**config.mk**
```make
export PLATFORM = sky130hd
export DESIGN_NAME = async_timer_prescaler_waveform_ctrl
export DESIGN_NICKNAME = d
export VERILOG_FILES = /design/src/async_timer_prescaler_waveform_ctrl.v /design/src/timer_prescaler.v /design/src/compare_out_unit.v
export VERILOG_INCLUDE_DIRS = /design/src /design/src/src
export SDC_FILE = /design/constraint.sdc
export NUM_CORES = 1
export LEC_CHECK = 0
export BUFFER_PORTS_ARGS = -buffer_cell sky130_fd_sc_hd__buf_4
export CAP_MARGIN = 40
export CELL_PAD_IN_SITES_DETAIL_PLACEMENT = 0
export CELL_PAD_IN_SITES_GLOBAL_PLACEMENT = 2
export CORE_MARGIN = 2
export CORE_UTILIZATION = 35
export DETAILED_ROUTE_END_ITERATION = 12
export PLACE_DENSITY_LB_ADDON = 0.2
export SYNTH_ARGS = -nofsm -noshare
export SYNTH_HDL_FRONTEND = slang
export SYNTH_HIERARCHICAL = 1
export SYNTH_SLANG_ARGS = --single-unit
```
**constraint.sdc**
```tcl
create_clock -name pclk -period 3.31 [get_ports pclk]
set_input_delay 0.4965 -clock pclk [delete_from_list [all_inputs] [get_ports pclk]]
set_output_delay 0.4965 -clock pclk [all_outputs]
set_load 0.005 [all_outputs]
```
**src/timer_map.vh**
```
// Register map, field positions and constants of the timer source/prescaler/waveform block
`ifndef TIMER_MAP_VH
`define TIMER_MAP_VH

// Register indices; byte address is four times the index
`define IDX_CTRL_A        8'hB0
`define IDX_CTRL_B        8'hB1
`define IDX_COUNTER       8'hB2
`define IDX_CMP_A         8'hB3
`define IDX_CMP_B         8'hB4
`define IDX_ASYNC_STATUS  8'hB6
`define IDX_GEN_CTRL      8'hB8
`define IDX_FLAGS         8'hB9
`define ADDR_W            12

// Control register A fields
`define CA_COM_A_HI       7
`define CA_COM_A_LO       6
`define CA_COM_B_HI       5
`define CA_COM_B_LO       4
`define CA_RW_MASK        8'hF3
// Control register B fields
`define CB_WGM2           3
`define CB_CS_HI          2
`define CB_RW_MASK        8'h0F
// Async status fields
`define AS_EXT_CLK        6
`define AS_ASYNC_SEL      5
`define AS_RW_MASK        8'h60
// General timer control: prescaler reset bit
`define GC_PRESC_RST      1
// Flag register: overflow flag bit
`define FL_OVF            0

`define RESET_BYTE        8'h00
`define MAX_VAL           8'hFF
`define BOTTOM_VAL        8'h00

// Waveform mode codes
`define WGM_NORMAL        3'h0
`define WGM_PC_FF         3'h1
`define WGM_CTC           3'h2
`define WGM_FAST_FF       3'h3
`define WGM_PC_A          3'h5
`define WGM_FAST_A        3'h7

// Waveform classes handed to each compare output unit
`define CLS_NONPWM        2'h0
`define CLS_FAST          2'h1
`define CLS_PC            2'h2

// Compare output mode codes
`define COM_OFF           2'h0
`define COM_TOGGLE        2'h1
`define COM_CLEAR         2'h2
`define COM_SET           2'h3

// Prescaler geometry
`define PRESC_W           10

`endif

```
**src/async_timer_prescaler_waveform_ctrl.v**
```verilog
// Timer source select, prescaler, waveform mode and compare outputs with APB registers
//
// The APB register port was decided locally.
`timescale 1ns/1ps
`include "timer_map.vh"
module async_timer_prescaler_waveform_ctrl (
    input  wire                pclk,              // APB clock, 100 MHz
    input  wire                presetn,           // Async reset, active low
    input  wire                psel,              // APB select
    input  wire                penable,           // APB access phase
    input  wire                pwrite,            // APB direction
    input  wire [`ADDR_W-1:0]  paddr,             // APB byte address
    input  wire [31:0]         pwdata,            // APB write data
    output wire                pready,            // APB ready
    output reg  [31:0]         prdata,            // APB read data
    output wire                pslverr,           // APB error, unmapped address
    input  wire                osc_pin_in,        // Oscillator input pin
    output wire                osc_port_detach,   // Oscillator pins leave port
    output wire                crystal_osc_en,    // Crystal oscillator running
    output wire                compare_out_a,     // Compare output A level
    output wire                compare_out_a_en,  // Output A overrides port
    output wire                compare_out_b,     // Compare output B level
    output wire                compare_out_b_en,  // Output B overrides port
    output wire                overflow_flag      // Sticky overflow flag
);

    // ----------------------------------------
    // Register storage
    // ----------------------------------------
    reg  [7:0] ctrl_reg_a;           // Output modes, waveform low bits
    reg  [7:0] ctrl_reg_b;           // Waveform bit 2, clock select
    reg  [7:0] async_status_reg;     // Source select bits
    reg  [7:0] counter_value;        // Timer count
    reg  [7:0] cmp_buf_a;            // Compare A as written
    reg  [7:0] cmp_buf_b;            // Compare B as written
    reg  [7:0] compare_value_a;      // Compare A in use
    reg  [7:0] compare_value_b;      // Compare B in use
    reg        ovf_reg;              // Overflow flag
    reg        up_reg;               // Phase-correct direction

    // ----------------------------------------
    // APB decode
    // ----------------------------------------
    wire       setup    = psel & ~penable;              // Setup phase
    wire       access   = psel & penable;               // Access phase
    wire       wr       = access & pwrite;              // Write commits
    wire [7:0] wbyte    = pwdata[7:0];                  // Register byte
    wire       aligned  = (paddr[1:0] == 2'h0);         // Word aligned
    wire [9:0] widx     = paddr[`ADDR_W-1:2];           // Register index

    wire hit_a   = aligned & (widx == {2'h0, `IDX_CTRL_A});
    wire hit_b   = aligned & (widx == {2'h0, `IDX_CTRL_B});
    wire hit_cnt = aligned & (widx == {2'h0, `IDX_COUNTER});
    wire hit_ca  = aligned & (widx == {2'h0, `IDX_CMP_A});
    wire hit_cb  = aligned & (widx == {2'h0, `IDX_CMP_B});
    wire hit_as  = aligned & (widx == {2'h0, `IDX_ASYNC_STATUS});
    wire hit_gc  = aligned & (widx == {2'h0, `IDX_GEN_CTRL});
    wire hit_fl  = aligned & (widx == {2'h0, `IDX_FLAGS});
    wire mapped  = hit_a | hit_b | hit_cnt | hit_ca | hit_cb | hit_as | hit_gc | hit_fl;

    // Zero wait states: every access completes in its first access cycle
    assign pready  = 1'b1;
    assign pslverr = access & ~mapped;

    // ----------------------------------------
    // Source clock selection
    // ----------------------------------------
    wire async_sel = async_status_reg[`AS_ASYNC_SEL];   // Async clocking
    wire ext_clk   = async_status_reg[`AS_EXT_CLK];     // External clock in

    reg  osc_meta_reg;               // Synchroniser first stage
    reg  osc_sync_reg;               // Synchroniser second stage
    reg  osc_prev_reg;               // Previous synchronised level

    // Pin is foreign to pclk, so two flops before any use
    always @(posedge pclk or negedge presetn) begin
        if (!presetn) begin
            osc_meta_reg <= 1'b0;
            osc_sync_reg <= 1'b0;
            osc_prev_reg <= 1'b0;
        end else begin
            osc_meta_reg <= osc_pin_in;
            osc_sync_reg <= osc_meta_reg;
            osc_prev_reg <= osc_sync_reg;
        end
    end

    // Each rising edge of the pin is one source period; limits pin rate to well under pclk/4
    wire osc_rise = osc_sync_reg & ~osc_prev_reg;
    wire src_tick = async_sel ? osc_rise : 1'b1;

    // Pins leave the port while async clocking is on
    assign osc_port_detach = async_sel;
    // Crystal amplifier only runs without external clock input
    assign crystal_osc_en  = async_sel & ~ext_clk;

    // ----------------------------------------
    // Prescaler
    // ----------------------------------------
    // Self-clearing strobe, never stored
    wire presc_clear = wr & hit_gc & wbyte[`GC_PRESC_RST];
    wire tick;                       // Counter enable from the tap

    timer_prescaler u_presc (
        .pclk        (pclk),
        .presetn     (presetn),
        .src_tick    (src_tick),
        .presc_clear (presc_clear),
        .clk_sel     (ctrl_reg_b[`CB_CS_HI:0]),
        .count_en    (tick)
    );

    // ----------------------------------------
    // Waveform mode decode
    // ----------------------------------------
    wire [2:0] waveform_mode = {ctrl_reg_b[`CB_WGM2], ctrl_reg_a[1:0]};
    wire is_fast  = (waveform_mode == `WGM_FAST_FF) | (waveform_mode == `WGM_FAST_A);
    wire is_pc    = (waveform_mode == `WGM_PC_FF) | (waveform_mode == `WGM_PC_A);
    wire top_is_a = (waveform_mode == `WGM_CTC) | (waveform_mode == `WGM_PC_A) |
                    (waveform_mode == `WGM_FAST_A);
    // Reserved modes 4 and 6 fall through to free counting with TOP at MAX
    wire [7:0] top = top_is_a ? compare_value_a : `MAX_VAL;
    wire [1:0] cls = is_fast ? `CLS_FAST : (is_pc ? `CLS_PC : `CLS_NONPWM);

    wire at_top    = tick & (counter_value == top);
    wire at_bottom = tick & (counter_value == `BOTTOM_VAL);

    // ----------------------------------------
    // Counter
    // ----------------------------------------
    // Software write wins over counting in the same cycle
    always @(posedge pclk or negedge presetn) begin
        if (!presetn) begin
            counter_value <= `RESET_BYTE;
            up_reg        <= 1'b1;
        end else if (wr && hit_cnt) begin
            counter_value <= wbyte;
        end else if (tick) begin
            if (is_pc) begin
                if (up_reg && counter_value == top) begin
                    up_reg        <= 1'b0;
                    counter_value <= counter_value - 1'b1;
                end else if (up_reg) begin
                    counter_value <= counter_value + 1'b1;
                end else if (counter_value == `BOTTOM_VAL) begin
                    up_reg        <= 1'b1;
                    counter_value <= counter_value + 1'b1;
                end else begin
                    counter_value <= counter_value - 1'b1;
                end
            end else begin
                up_reg        <= 1'b1;
                // Normal wraps at MAX, CLEAR_ON_MATCH_MODE and fast PWM at TOP
                counter_value <= (counter_value == top) ? `BOTTOM_VAL : counter_value + 1'b1;
            end
        end
    end

    // ----------------------------------------
    // Compare value buffering
    // ----------------------------------------
    // Double buffering keeps PWM periods glitch free
    wire cmp_load = is_pc ? at_top : (is_fast ? at_top : 1'b1);

    always @(posedge pclk or negedge presetn) begin
        if (!presetn) begin
            cmp_buf_a       <= `RESET_BYTE;
            cmp_buf_b       <= `RESET_BYTE;
            compare_value_a <= `RESET_BYTE;
            compare_value_b <= `RESET_BYTE;
        end else begin
            if (wr && hit_ca)
                cmp_buf_a <= wbyte;
            if (wr && hit_cb)
                cmp_buf_b <= wbyte;
            // Fast PWM loads on the wrap to BOTTOM, phase-correct at TOP
            if (cmp_load) begin
                compare_value_a <= cmp_buf_a;
                compare_value_b <= cmp_buf_b;
            end
        end
    end

    // ----------------------------------------
    // Overflow flag
    // ----------------------------------------
    wire ovf_event = is_pc ? (at_bottom & ~up_reg) :
                     (waveform_mode == `WGM_FAST_A) ? at_top :
                     (tick & (counter_value == `MAX_VAL));
    wire ovf_clear = wr & hit_fl & wbyte[`FL_OVF];  // Write one clears

    // A new event in the clearing cycle is kept
    always @(posedge pclk or negedge presetn) begin
        if (!presetn)
            ovf_reg <= 1'b0;
        else if (ovf_event)
            ovf_reg <= 1'b1;
        else if (ovf_clear)
            ovf_reg <= 1'b0;
    end

    assign overflow_flag = ovf_reg;

    // ----------------------------------------
    // Control registers
    // ----------------------------------------
    always @(posedge pclk or negedge presetn) begin
        if (!presetn) begin
            ctrl_reg_a       <= `RESET_BYTE;
            ctrl_reg_b       <= `RESET_BYTE;
            async_status_reg <= `RESET_BYTE;
        end else if (wr) begin
            if (hit_a)
                ctrl_reg_a <= wbyte & `CA_RW_MASK;
            if (hit_b)
                ctrl_reg_b <= wbyte & `CB_RW_MASK;
            if (hit_as)
                async_status_reg <= wbyte & `AS_RW_MASK;
        end
    end

    // ----------------------------------------
    // Compare output channels
    // ----------------------------------------
    // Channel A may toggle in PWM when bit 2 is set; channel B may not
    compare_out_unit #(
        .TOGGLE_IN_PWM (1)
    ) u_cmp_a (
        .pclk      (pclk),
        .presetn   (presetn),
        .tick      (tick),
        .cnt       (counter_value),
        .cmp       (compare_value_a),
        .top       (top),
        .cls       (cls),
        .com       (ctrl_reg_a[`CA_COM_A_HI:`CA_COM_A_LO]),
        .wgm2      (waveform_mode[2]),
        .up        (up_reg),
        .out_reg   (compare_out_a),
        .connected (compare_out_a_en)
    );

    compare_out_unit #(
        .TOGGLE_IN_PWM (0)
    ) u_cmp_b (
        .pclk      (pclk),
        .presetn   (presetn),
        .tick      (tick),
        .cnt       (counter_value),
        .cmp       (compare_value_b),
        .top       (top),
        .cls       (cls),
        .com       (ctrl_reg_a[`CA_COM_B_HI:`CA_COM_B_LO]),
        .wgm2      (waveform_mode[2]),
        .up        (up_reg),
        .out_reg   (compare_out_b),
        .connected (compare_out_b_en)
    );
    // Pin driver still needs its direction bit set outside this block

    // ----------------------------------------
    // Read data
    // ----------------------------------------
    reg [7:0] rbyte;                 // Selected register byte

    // Write-only strobes and reserved bits read as zero
    always @* begin
        rbyte = `RESET_BYTE;
        if (hit_a)
            rbyte = ctrl_reg_a & `CA_RW_MASK;
        else if (hit_b)
            rbyte = ctrl_reg_b;
        else if (hit_cnt)
            rbyte = counter_value;
        else if (hit_ca)
            rbyte = cmp_buf_a;
        else if (hit_cb)
            rbyte = cmp_buf_b;
        else if (hit_as)
            rbyte = async_status_reg;
        else if (hit_fl)
            rbyte = {7'h00, ovf_reg};
    end

    // Captured in setup so the access cycle sees a flopped value
    always @(posedge pclk or negedge presetn) begin
        if (!presetn)
            prdata <= 32'h0000_0000;
        else if (setup)
            prdata <= {24'h00_0000, rbyte};
    end

endmodule

```
**src/timer_prescaler.v**
```verilog
// Free-running source-clock prescaler with selectable tap
`timescale 1ns/1ps
`include "timer_map.vh"
module timer_prescaler (
    input  wire       pclk,        // System clock
    input  wire       presetn,     // Async reset, active low
    input  wire       src_tick,    // One source-clock period elapsed
    input  wire       presc_clear, // Prescaler reset pulse
    input  wire [2:0] clk_sel,     // Clock select field
    output reg        count_en     // One-cycle count enable
);

    // ----------------------------------------
    // Division counter
    // ----------------------------------------
    reg  [`PRESC_W-1:0] div_reg;   // Counts source ticks

    // Free running; a clear restarts phase so taps become predictable
    always @(posedge pclk or negedge presetn) begin
        if (!presetn) begin
            div_reg <= {`PRESC_W{1'b0}};
        end else if (presc_clear) begin
            div_reg <= {`PRESC_W{1'b0}};
        end else if (src_tick) begin
            div_reg <= div_reg + 1'b1;
        end
    end

    // ----------------------------------------
    // Tap selection
    // ----------------------------------------
    // Tap fires on the tick that completes a full ratio of source periods
    always @* begin
        case (clk_sel)
            3'h0:    count_en = 1'b0;            // Stopped
            3'h1:    count_en = src_tick;
            3'h2:    count_en = src_tick & (&div_reg[2:0]);
            3'h3:    count_en = src_tick & (&div_reg[4:0]);
            3'h4:    count_en = src_tick & (&div_reg[5:0]);
            3'h5:    count_en = src_tick & (&div_reg[6:0]);
            3'h6:    count_en = src_tick & (&div_reg[7:0]);
            default: count_en = src_tick & (&div_reg[9:0]);
        endcase
    end

endmodule

```
**src/compare_out_unit.v**
```verilog
// One compare output channel: waveform action on match, TOP and BOTTOM
`timescale 1ns/1ps
`include "timer_map.vh"
module compare_out_unit #(
    parameter TOGGLE_IN_PWM = 1                  // Code 1 may toggle in PWM modes
) (
    input  wire       pclk,        // System clock
    input  wire       presetn,     // Async reset, active low
    input  wire       tick,        // Counter advances this cycle
    input  wire [7:0] cnt,         // Current counter value
    input  wire [7:0] cmp,         // Active compare value
    input  wire [7:0] top,         // Current TOP
    input  wire [1:0] cls,         // Waveform class
    input  wire [1:0] com,         // Compare output mode
    input  wire       wgm2,        // Waveform mode bit 2
    input  wire       up,          // Counting upward
    output reg        out_reg,     // Compare output level
    output wire       connected    // Output overrides port
);

    wire match    = tick & (cnt == cmp);         // Compare match
    wire at_top   = tick & (cnt == top);         // Counter at TOP
    wire special  = (cmp == top) & com[1];       // Match ignored case
    wire tog_ok   = (TOGGLE_IN_PWM != 0) & wgm2; // PWM toggle permitted
    reg  out_next;                               // Next output level

    // Port override as soon as any mode bit is set
    assign connected = |com;

    // ----------------------------------------
    // Output action
    // ----------------------------------------
    always @* begin
        out_next = out_reg;
        case (cls)
            `CLS_FAST: begin
                if (com == `COM_TOGGLE) begin
                    if (match && tog_ok)
                        out_next = ~out_reg;
                end else if (com[1]) begin
                    // Wrap to BOTTOM happens on the tick at TOP
                    if (at_top)
                        out_next = ~com[0];
                    else if (match && !special)
                        out_next = com[0];
                end
            end
            `CLS_PC: begin
                if (com == `COM_TOGGLE) begin
                    if (match && tog_ok)
                        out_next = ~out_reg;
                end else if (com[1]) begin
                    if (special) begin
                        // Level at TOP follows the down-count action
                        if (at_top)
                            out_next = ~com[0];
                    end else if (match) begin
                        out_next = up ? com[0] : ~com[0];
                    end
                end
            end
            default: begin
                if (match) begin
                    case (com)
                        `COM_TOGGLE: out_next = ~out_reg;
                        `COM_CLEAR:  out_next = 1'b0;
                        `COM_SET:    out_next = 1'b1;
                        default:     out_next = out_reg;
                    endcase
                end
            end
        endcase
    end

    // Output flip-flop
    always @(posedge pclk or negedge presetn) begin
        if (!presetn)
            out_reg <= 1'b0;
        else
            out_reg <= out_next;
    end

endmodule

```
==> summary.txt <==
Post-synthesis sequential area ratio - 35.1%
GRT Total Usage - 20.0%
Power Density - 368 mW/mm2
Ys flop type - dfrtp_1
Global route total overflow - 0
Yosys top cell by area - dfrtp_1
Area grow syn2layout - 15.9%
Die height - 129 um
Critical R2R Launch - u_presc/div_reg[0]
Initial drt markers - 223
Iteration count of the initial detailed-routing pass - 5
Worst min path class - in -> async
# rows - 45
Initial antenna violation count - 0
Top-area cell type share of the netlist area - 34.6%
Leakage - 2.79 nW
Startpoint Class - register
Syn Inst Count - 595
Cts repair resizes - 0
Routed len/inst - 18.5 um
Top-count cell post-synth - dfrtp_1
CTS H-tree depth - 3
Actual slew at the worst max-slew pin - 715 ps
Worst setup EP type - register
Max FO, Critical Path - 10
Die X - 129 um
Avg Cell Area, Syn - 9.24 um2
Logic pwr share - 8.4%
Cells on worst reg2reg path - 13
Share of cells above drive strength 1 - 24.0%
Final setup vio count - 0
CP required - 3540 ps
Synth top area cells - dfrtp_1, mux2_2, xnor2_1, xor2_1, buf_4
HPWL Detailed - 12100 um
Final Cycle Share - 90.6%
Via count - 4621
Max_cap viols - 0
Worst-Skew Late Latency - 350 ps
Cell variety after synth - 79
First-pass GRT wire length - 25500 um
WP data arrival - 3230 ps
CTS tree - done
DP Cell Count - 844
Outcome - completed
Core area - 0.0153 mm2
Reg clk slew, reported paths - 60 ps
Post-Route Setup TNS - 0 ps
Largest net degree at the start of global routing - 43
Max Root-Sink Buffers - 2
Critical path type - reg -> reg
Vias/cell - 5.37
Commonest cells in the netlist - dfrtp_1, mux2_2, nand2_1, nor2_1, xnor2_1
FMAX - 333 MHz
Routed Antenna Nets - 0
Synthesized area - 0.00550 mm2
Worst reg-to-reg setup slack - 310 ps
GPL Wtd Cong - 0.848
Filler Cell Count - 1537
Non-filler cells, final - 860
IO Pins - 91
Final wirelength - 15900 um
Layout Nets - 704
# Post-CTS Setup Buffers - 0
Warnings, synthesis - 6
Hold Violations, Final - 0
Async SR Flop Fraction - 100%
CTS Buf Count - 9
Vias in the first global route - 4578
Initial core utilization - 36.0%
Clock root cell - clkbuf_16
P_sw - 606 uW
Clock share of power - 47.5%
Port Buf Inserts - 41
Clock Skew - 8.21 ps
Hold buffer count at CTS - 0
Switching Share - 25.9%
Die area - 0.0167 mm2
VDD IR max - 0.396 mV
Minimum clock period - 3000 ps
# DRC - 0
EDFF count, synth - 0
Max FFs per register - 10
FF+latch count, synth - 77
Cell Int Power - 1.74 mW
Reg-to-reg endpoint - u_cmp_a/out_reg
CTS Sinks - 77
Pins Over Slew Limit - 0
Worst slew margin - 52.0%
Ant. Diodes - 0
Unrepaired setup endpoints after global routing - no
Sequential power share - 44.0%
Post-layout util - 41.8%
==> worst max-delay path: stages, from the launching register on <==
cell and delay [ps]:
dfrtp_1 400, ha_1 210, nand3_2 130, inv_1 80
ha_1 140, and3b_1 170, nor4_1 170, a41o_1 300
buf_4 260, nand3_1 90, nor3_1 270, mux2i_1 290
o41ai_2 110, mux2_2 270
==> worst max-delay path by stage <==
stage | start | end | slack (ps) | cells past startpoint
2_1_floorplan | ctrl_reg_a[0] | u_cmp_a/out_reg | 450 | 10
3_3_place_gp | ctrl_reg_b[3] | u_cmp_a/out_reg | 390 | 9
3_5_place_dp | u_presc/div_reg[0] | u_cmp_a/out_reg | 340 | 13
4_1_cts | u_presc/div_reg[0] | u_cmp_a/out_reg | 310 | 13
5_1_grt | u_presc/div_reg[0] | compare_value_a[6] | 100 | 11
6_report | u_presc/div_reg[0] | u_cmp_a/out_reg | 310 | 13
==> layout by cell type, fill, tap and decap left out, types with 3 or more instances in the layout <==
master and instances:
nand2_1 42, a21oi_1 27, and3_1 6, or2_2 10
nor3_1 12, buf_4 62, mux2i_1 5, or3_1 3
a22o_1 3, nand3_1 18, a21boi_0 3, inv_1 24
mux2_2 47, o211ai_1 5, and2_1 6, nand2b_1 5
xor2_1 24, nor4_1 9, o31ai_1 4, a221oi_1 5
dfrtp_1 76, nor2b_1 7, conb_1 25, a211o_1 4
xnor2_1 34, a22oi_1 8, o21ai_0 29, nor4_2 3
o22ai_1 6, nor2_1 39, nor3_2 3, nand4_1 10
a311oi_1 3, clkbuf_16 9, nor3b_1 4, ha_1 10
a31oi_1 8
==> cell families after synthesis <==
logic type | count (synthesis) | share of synthesized area [%]
AO/OA/AOI/OAI | 130 | 16.3
XOR/XNOR | 58 | 9.24
adder cells (fa/ha/maj) | 10 | 2.28
buffers and inverters | 72 | 6.92
flip-flops | 77 | 35.1
multiplexers | 52 | 10.5
other | 2 | 0.137
AND/OR/NAND/NOR | 194 | 19.5
==> layer usage <==
metal | wire length, um | part of all wire [%] | up-vias | global-route usage [%]
met4 | 214 | 1.3 | 0 | 4.99
met1 | 7390 | 46 | 2287 | 26.5
met2 | 7700 | 48 | 112 | 34.2
li1 | - | - | 2205 | -
met3 | 610 | 3.8 | 17 | 3.34
met5 | 0 | 0 | - | 0
==> layout make-up <==
type / instances / area [um2] / area share [%]
Sequential cell: 77 / 1930 / 30.3
Clock inverter: 7 / 105 / 1.65
Timing Repair Buffer: 63 / 485 / 7.62
Inverter: 24 / 90.1 / 1.41
Tap cell: 211 / 264 / 4.14
Clock buffer: 9 / 225 / 3.53
Multi-Input combinational cell: 469 / 3270 / 51.4
==> metrics by stage <==
step                area (um2)  power (mW)  worst slack [ps]  hold WS (ps)
finish                    6370        2.34               311           117
global route              6370        2.44              97.4           142
CTS                       6370        2.38               306           135
detailed placement        6040        1.25               338           337
global placement          6020        1.24               388           339
floorplan                 5580        1.17               448           201
==> power groups by stage <==
stage               logic (mW)  registers, mW  clock network (mW)
floorplan                0.133           1.04                   0
global placement         0.191           1.05                   0
detailed placement       0.200           1.05                   0
CTS                      0.200           1.03                1.14
global route             0.228           1.04                1.17
finish                   0.197           1.03                1.11
No activity file was read; power rests on OpenSTA's default activity.
